--- config.mk ---
export PLATFORM = sky130hd
export DESIGN_NAME = tsr_top
export DESIGN_NICKNAME = d
export VERILOG_FILES = /design/src/tsr_pkg.sv /design/src/tsr_conv_if.sv /design/src/tsr_conv.sv /design/src/tsr_top.sv
export SDC_FILE = /design/constraint.sdc
export NUM_CORES = 1
export LEC_CHECK = 0
export BUFFER_PORTS_ARGS = -buffer_cell sky130_fd_sc_hd__clkbuf_2
export CORE_AREA = 5 5 111 82
export CTS_CLUSTER_DIAMETER = 50
export DETAILED_ROUTE_END_ITERATION = 10
export DIE_AREA = 0 0 116 87
export GPL_ROUTABILITY_DRIVEN = 0
export PLACE_DENSITY_LB_ADDON = 0.08
export REMOVE_ABC_BUFFERS = 1
export SYNTH_ARGS = -nofsm -noshare
export SYNTH_HDL_FRONTEND = slang
export SYNTH_SLANG_ARGS = --single-unit
--- constraint.sdc ---
create_clock -name clk -period 3.7 [get_ports clk]
set_clock_uncertainty 0.05 [all_clocks]
set_input_delay 0.74 -clock clk [delete_from_list [all_inputs] [get_ports clk]]
set_output_delay 0.74 -clock clk [all_outputs]
set_load 0.02 [all_outputs]
--- src/tsr_pkg.sv ---
// constants shared by the sensor readout top and its conversion core
package tsr_pkg;
  // ************************************************************
  // register widths and layouts
  // ************************************************************
  localparam int          REG_W         = 16;
  localparam int          RES_W         = 13;
  localparam int          RES_LSB       = 3;
  localparam int          FIRST_BIT     = 2;
  localparam logic [15:0] MODE_RESET    = 16'h0000;
  localparam logic [7:0]  SHUTDOWN_CODE = 8'hFF;
  localparam logic [5:0]  MAKER_ZERO_W  = 6'h00;
  // ************************************************************
  // serial framing, counted in sampled clock rises
  // ************************************************************
  localparam int          CNT_W         = 6;
  localparam logic [5:0]  CNT_MAX       = 6'h3F;
  localparam logic [5:0]  DRIVE_BITS    = 6'h0E;
  localparam logic [5:0]  WRITE_START   = 6'h10;
  localparam logic [5:0]  WRITE_LAST    = 6'h1F;
  localparam logic [5:0]  MAKER_START   = 6'h20;
  localparam logic [5:0]  MAKER_END     = 6'h2E;
  // ************************************************************
  // conversion timing
  // ************************************************************
  localparam int          CLK_HZ        = 40000000;
  localparam int          CONV_TIME_MS  = 300;
  localparam int          CONV_CYCLES   = (CONV_TIME_MS * (CLK_HZ / 1000));
  localparam int          CONV_CNT_W    = 24;
endpackage : tsr_pkg

--- src/tsr_conv_if.sv ---
// signals between the serial front end and the conversion core
`timescale 1ns/1ps
interface tsr_conv_if;
  logic                        run;
  logic [tsr_pkg::RES_W-1:0]   result;
  logic                        first_done;
  modport core (input run, output result, output first_done);
  modport ctrl (output run, input result, input first_done);
endinterface : tsr_conv_if

--- src/tsr_conv.sv ---
// conversion core: paced conversions, result register and first-done flag
`timescale 1ns/1ps
module tsr_conv #(
  parameter int CONV_CYCLES = tsr_pkg::CONV_CYCLES
) (
  input  wire logic                      clk,
  input  wire logic                      sys_rst,
  input  wire logic [tsr_pkg::RES_W-1:0] sense_code,
  tsr_conv_if.core                       cif
);
  logic [tsr_pkg::CONV_CNT_W-1:0] cnt;
  logic [tsr_pkg::CONV_CNT_W-1:0] next_cnt;
  logic [tsr_pkg::RES_W-1:0]      result;
  logic [tsr_pkg::RES_W-1:0]      next_result;
  logic                           first_done;
  logic                           next_first_done;
  localparam logic [tsr_pkg::CONV_CNT_W-1:0] LAST =
    tsr_pkg::CONV_CNT_W'(CONV_CYCLES - 1);

  // ************************************************************
  // conversion pacing
  // ************************************************************
  // a conversion already under way runs to its end even in shutdown
  always_comb begin
    next_cnt        = cnt;
    next_result     = result;
    next_first_done = first_done;
    // no new start in shutdown
    if (cif.run || (cnt != '0)) begin
      if (cnt == LAST) begin
        next_cnt        = '0;
        next_result     = sense_code;
        // flag set on completion
        next_first_done = 1'b1;
      end else begin
        next_cnt = cnt + 1'b1;
      end
    end
  end

  always_ff @(posedge clk or posedge sys_rst) begin
    if (sys_rst) begin
      cnt        <= '0;
      result     <= '0;
      first_done <= 1'b0;
    end else begin
      cnt        <= next_cnt;
      result     <= next_result;
      first_done <= next_first_done;
    end
  end

  assign cif.result     = result;
  assign cif.first_done = first_done;
endmodule : tsr_conv

--- src/tsr_top.sv ---
// serial readout top: synchronisers, framing, mode word and readout shifter
//
// Functional notes
// three 16-bit registers, two read-only, one write-only
// low byte all ones selects shutdown
// any zero in low byte: continuous conversion
// reset into continuous mode, low byte zero
// master writes only all-zero or all-one codes; the bench also writes mixed low bytes such as 01 and 7F
// serial port keeps working during shutdown
// result in bits 15:3, two's complement
// reading bits 1:0 left undriven
// bit 2 set after first conversion completes
// maker code readable only in shutdown
// maker code high byte, zeros, undriven 1:0
// chip select frames transfer, clock ignored otherwise
// first bit at select, shift on falls, release after 14
// 16 pulses read out, next 16 write mode
// early deselect aborts read, conversions continue
// after shutdown write, maker code shifts out
// shutdown stops new conversions, keeps last result
`timescale 1ns/1ps
module tsr_top #(
  parameter int          CONV_CYCLES = tsr_pkg::CONV_CYCLES,
  parameter logic [7:0]  MAKER_CODE  = 8'hA5  // arbitrary value
) (
  input  wire logic                      clk,
  input  wire logic                      sys_rst,
  input  wire logic                      cs_n,
  input  wire logic                      sck,
  input  wire logic                      sio_in,
  output      logic                      sio_out,
  output      logic                      sio_oe,
  input  wire logic [tsr_pkg::RES_W-1:0] sense_code,
  output      logic                      shutdown
);
  // ************************************************************
  // pin synchronisers
  // ************************************************************
  logic                       cs_s1, cs_s2, cs_s3;
  logic                       sck_s1, sck_s2, sck_s3;
  logic                       sio_s1, sio_s2;
  logic                       cs_fall, selected, sck_rise, sck_fall;

  always_ff @(posedge clk or posedge sys_rst) begin
    if (sys_rst) begin
      cs_s1  <= 1'b1;
      cs_s2  <= 1'b1;
      cs_s3  <= 1'b1;
      sck_s1 <= 1'b0;
      sck_s2 <= 1'b0;
      sck_s3 <= 1'b0;
      sio_s1 <= 1'b0;
      sio_s2 <= 1'b0;
    end else begin
      cs_s1  <= cs_n;
      cs_s2  <= cs_s1;
      cs_s3  <= cs_s2;
      sck_s1 <= sck;
      sck_s2 <= sck_s1;
      sck_s3 <= sck_s2;
      sio_s1 <= sio_in;
      sio_s2 <= sio_s1;
    end
  end

  // edges come from the second and third stages only
  // clock edges count only while selected
  assign selected = ~cs_s2;
  assign cs_fall  = cs_s3 & ~cs_s2;
  assign sck_rise = selected & ~sck_s3 & sck_s2;
  assign sck_fall = selected & sck_s3 & ~sck_s2;

  // ************************************************************
  // conversion core
  // ************************************************************
  tsr_conv_if cif ();

  tsr_conv #(
    .CONV_CYCLES (CONV_CYCLES)
  ) u_conv (
    .clk        (clk),
    .sys_rst    (sys_rst),
    .sense_code (sense_code),
    .cif        (cif)
  );

  // ************************************************************
  // register images
  // ************************************************************
  // three 16-bit register images
  logic [tsr_pkg::REG_W-1:0] mode_control_word;
  logic [tsr_pkg::REG_W-1:0] thermal_reading_reg;
  logic [tsr_pkg::REG_W-1:0] maker_code_reg;
  logic                      mode_shut;

  // shutdown decode on the low byte only
  assign mode_shut = (mode_control_word[7:0] == tsr_pkg::SHUTDOWN_CODE);
  // new conversions start only outside shutdown
  assign cif.run   = ~mode_shut;
  // result above the first-done flag
  // first-done flag in bit 2
  assign thermal_reading_reg = {cif.result, cif.first_done, 2'b00};
  // code, zeros, two bits never driven
  assign maker_code_reg      = {MAKER_CODE, tsr_pkg::MAKER_ZERO_W, 2'b00};

  // ************************************************************
  // framing, shifters and mode word
  // ************************************************************
  logic [tsr_pkg::CNT_W-1:0] bitcnt, next_bitcnt;
  logic [tsr_pkg::REG_W-1:0] shreg, next_shreg;
  logic [tsr_pkg::REG_W-1:0] rxreg, next_rxreg;
  logic [tsr_pkg::REG_W-1:0] next_mode;
  logic                      maker_on, next_maker_on;
  logic                      next_sio_oe;

  // the port stays live in shutdown: nothing here looks at the mode
  // except the maker load, so reads and writes always go through
  // port live in shutdown
  always_comb begin
    next_bitcnt   = bitcnt;
    next_shreg    = shreg;
    next_rxreg    = rxreg;
    next_mode     = mode_control_word;
    next_maker_on = maker_on;
    if (cs_fall) begin
      // first bit ready at select
      next_bitcnt   = '0;
      next_shreg    = thermal_reading_reg;
      next_maker_on = 1'b0;
    end else if (selected) begin
      if (sck_rise) begin
        if (bitcnt != tsr_pkg::CNT_MAX) begin
          next_bitcnt = bitcnt + 1'b1;
        end
        // second group of pulses writes
        if ((bitcnt >= tsr_pkg::WRITE_START) && (bitcnt <= tsr_pkg::WRITE_LAST)) begin
          next_rxreg = {rxreg[14:0], sio_s2};
        end
        // full word replaces the mode
        if (bitcnt == tsr_pkg::WRITE_LAST) begin
          next_mode = {rxreg[14:0], sio_s2};
        end
      end
      if (sck_fall) begin
        // maker code after shutdown write
        // only while in shutdown
        if ((bitcnt == tsr_pkg::MAKER_START) && mode_shut) begin
          next_shreg    = maker_code_reg;
          next_maker_on = 1'b1;
        end else begin
          // shift on falling clock
          next_shreg = {shreg[14:0], 1'b0};
        end
      end
    end
  end

  // output enable follows the next frame state so it lines up with data
  always_comb begin
    next_sio_oe = 1'b0;
    if (~cs_s2) begin
      // release after 14 bits
      // bits 1:0 stay undriven
      if (next_bitcnt < tsr_pkg::DRIVE_BITS) begin
        next_sio_oe = 1'b1;
      end else if (next_maker_on && (next_bitcnt >= tsr_pkg::MAKER_START)
                   && (next_bitcnt < tsr_pkg::MAKER_END)) begin
        next_sio_oe = 1'b1;
      end
    end
  end

  // deselect just drops the drive, the core is untouched
  always_ff @(posedge clk or posedge sys_rst) begin
    if (sys_rst) begin
      bitcnt            <= tsr_pkg::CNT_MAX;
      shreg             <= '0;
      rxreg             <= '0;
      // continuous mode after reset
      mode_control_word <= tsr_pkg::MODE_RESET;
      maker_on          <= 1'b0;
      sio_out           <= 1'b0;
      sio_oe            <= 1'b0;
      shutdown          <= 1'b0;
    end else begin
      bitcnt            <= next_bitcnt;
      shreg             <= next_shreg;
      rxreg             <= next_rxreg;
      mode_control_word <= next_mode;
      maker_on          <= next_maker_on;
      sio_out           <= next_shreg[15];
      sio_oe            <= next_sio_oe;
      shutdown          <= (next_mode[7:0] == tsr_pkg::SHUTDOWN_CODE);
    end
  end
endmodule : tsr_top

==> metrics.md <==
| Metric | Value |
|---|---|
| Max-cap violation count | 0 |
| First-pass GRT wire length | 12.0 mm |
| Hold WC Path Type | reg2reg |
| Crit path depth | 5 |
| Top-area cell type share of the netlist area | 0.510 |
| Slew headroom | 0.502 |
| Leak | 2.00 nW |
| Synth Warn # | 0 |
| Final-stage net count | 355 |
| Final setup viols | 0 |
| Multi-input gate area | 1430 µm² |
| Crit path max fanout | 19 |
| Nature of the critical path startpoint | flip-flop |
| Gr usage total | 0.156 |
| Critical path required time | 3870 ps |
| Final hold vios | 0 |
| Die width | 116 µm |
| Drt wl/cell | 16.0 µm |
| Post-synthesis sequential area ratio | 0.574 |
| Fill cells | 726 |
| Resize count post-CTS | 0 |
| Post-DP HPWL | 4.76 mm |
| Net load switching power | 0.413 mW |
| Maximum vdd drop | 0.365 mV |
| DR iter-0 viols | 204 |
| Switch share | 0.203 |
| Post-synth top cells | dfrtp_1, nor2_1, mux2_2 |
| H-tree Lvls | 3 |
| Via density per instance | 5.38 |
| Largest net degree at the start of global routing | 85 |
| Internal | 1.63 mW |
| Cells on worst reg2reg path | 5 |
| I/O Buffers | 20 |
| TritonCTS Buffers | 9 |
| Status | finished, final reports clean |
| GRT overflow | 0 |
| Antenna violations before repair | 0 |
| # IOs | 21 |
| Buffers plus inverters on the worst setup path | 1 |
| Sequential fraction of design power | 0.468 |
| Proportion of power drawn by combinational gates | 0.036 |
| Mapped Avg Cell Area | 11.9 µm² |
| Placed instance count | 427 |
| Synth-to-layout area growth | 14.5% |
| Crit path cell chain | or4_1 -> nor4_2 -> and4_1 -> buf_12 -> mux2_2 |
| Post-Layout Cell Count | 443 |
| Post-synth EDFFs | 0 |
| Synthesized area | 3680 µm² |
| Critical path class | reg2reg |
| Antenna viol nets, final | 0 |
| Number of buffers inserted by hold repair at cts | 0 |
| Most frequent cell after synthesis | dfrtp_1 |
| Largest stage delay on the critical path | 560 ps |
| Yosys top cell by area | dfrtp_1 |
| Worst setup EP type | flip-flop |
| Fmax | 398 MHz |
| Actual slew at the worst max-slew pin | 742 ps |
| CTS tree | yes |
| CTS Sinks | 84 |
| Primary FF master, synth | dfrtp_1 |
| Cells after Synth | 309 |
| Remaining DRCs | 0 |
| Core ar. | 8060 µm² |
| Antenna cells | 0 |
| Synth unique cells | 47 |
| Reg area | 2110 µm² |
| RSZ-0062 raised after global routing | no |
| Total number of vias | 2383 |
| Initial Util | 0.457 |
| Setup repair bufs after CTS | 0 |
| Drt total wl | 7.11 mm |
| CP top delay family | simple AND/OR/NAND/NOR gates |
| Largest cells by area after synthesis | dfrtp_1, dfstp_2, mux2_2 |
| Drt pass-1 iters | 5 |
| Post-synth ARST share | 1.00 |
| Slowest CP cell | and4_1 |
| Synth Register Bits | 84 |
| Number of global-route vias before repair | 2279 |
| Clk pin slew, worst setup/hold paths | 60 ps |
| Hold path cells | 0 |
| Max-slew violation count | 0 |
| Minimum clock period | 2510 ps |
| Post-route setup TNS | 0 ps |
| PwrDens | 484 nW/µm² |
| Period utilisation layout | 0.679 |
| Die area | 10100 µm² |
| Rows | 28 |
| DIE HEIGHT | 87 µm |
| Clk pwr share | 0.496 |
| Skew-Pair Late Insertion Delay | 340 ps |
| Worst EP arrival | 2680 ps |
| Max Root-Sink Buffers | 2 |
| Share of layout cells above drive strength 1 | 0.228 |
| Root Driver | clkbuf_16 |
## worst paths after layout
kind | start | endpoint | slack (ps)
setup reg to reg | u_conv.cnt[19] | u_conv.cif.result[8] | 1190
hold / removal | sio_s1 | sio_s2 | 300
hold reg to reg | sio_s1 | sio_s2 | 300
max in group asynchronous | sys_rst | bitcnt[3] | 2800
setup / recovery | u_conv.cnt[19] | u_conv.cif.result[8] | 1190
min in group asynchronous | sys_rst | u_conv.cnt[11] | 400
## cell type report
type                            count  share of cell area
Sequential cell                    84               0.501
Multi-Input combinational cell    199               0.339
Clock buffer                       11              0.0552
Timing Repair Buffer               23              0.0350
Tap cell                          105              0.0312
Clock inverter                      5              0.0237
Inverter                           16              0.0145
## cell usage in the layout, fill, tap and decap left out, types with 2 or more instances in the layout
cell type   n
a21oi_1    10
a222oi_1    5
a311oi_1    2
and3_1      3
and4_1      4
buf_12      2
bufinv_16   3
clkbuf_1    2
clkbuf_16   9
clkbuf_2   20
clkinv_2    3
dfrtp_1    75
dfstp_2     9
ha_1        4
inv_1      15
mux2_1      4
mux2_2     17
mux2_4      8
mux2i_1     3
nand2_1    16
nand2b_1    4
nand3_1    13
nand3b_1    3
nand4_1    15
nor2_1     28
nor3_1      4
nor4_1      4
nor4b_1     2
o21ai_0    10
o22ai_1     4
or2_2       2
xnor2_1    10
xor2_1      8
## stage by stage
| step | area [µm²] | total power [mW] | hold slack, ps | util | setup WS [ps] |
|---|---|---|---|---|---|
| after floorplan | 3600 | 1.01 | 281 | - | 760 |
| after global placement | 3880 | 1.04 | 283 | 0.482 | 1280 |
| after detailed placement | 3880 | 1.05 | 287 | 0.482 | 1210 |
| after CTS | 4220 | 2.06 | 301 | 0.523 | 1200 |
| after global routing | 4220 | 2.12 | 314 | 0.523 | 1060 |
| final | 4220 | 2.04 | 299 | 0.523 | 1190 |
## logic make-up after synthesis
| family | after synthesis | share of synthesized area |
|---|---|---|
| buffers and inverters | 26 | 0.0380 |
| flip-flops | 84 | 0.574 |
| multiplexers | 32 | 0.105 |
| adder cells (fa/ha/maj) | 4 | 0.0136 |
| XOR/XNOR | 18 | 0.0428 |
| AO/OA/AOI/OAI | 39 | 0.0720 |
| AND/OR/NAND/NOR | 106 | 0.155 |
## power by group through the flow
stage | logic [mW] | registers (mW) | clock network [mW]
6_report | 0.0739 | 0.953 | 1.01
5_1_grt | 0.0852 | 0.955 | 1.08
4_1_cts | 0.0770 | 0.954 | 1.03
3_5_place_dp | 0.0767 | 0.970 | 0
3_3_place_gp | 0.0746 | 0.970 | 0
2_1_floorplan | 0.0450 | 0.969 | 0
## sequential cells by signal, summed over array words and instances (netlist names)
signal and cells:
rxreg 7, u_conv.cif.result 13, sck_s2 1, sio_s2 1
bitcnt 6, cs_s2 1, maker_on 1, u_conv.cif.first_done 1
cs_s3 1, sck_s3 1, sio_s1 1, mode_control_word 8
u_conv.cnt 24, cs_s1 1, sck_s1 1, shreg 14
sio_oe 1, shutdown 1
## layer usage
| metal | vias up | global-route usage | routed length [µm] |
|---|---|---|---|
| met5 | - | 0 | 0 |
| met4 | 0 | 0.0569 | 116 |
| met3 | 13 | 0.0514 | 320 |
| met2 | 41 | 0.187 | 2720 |
| met1 | 1173 | 0.253 | 3950 |
| li1 | 1156 | - | - |
Power figures use the tool's default switching activity.
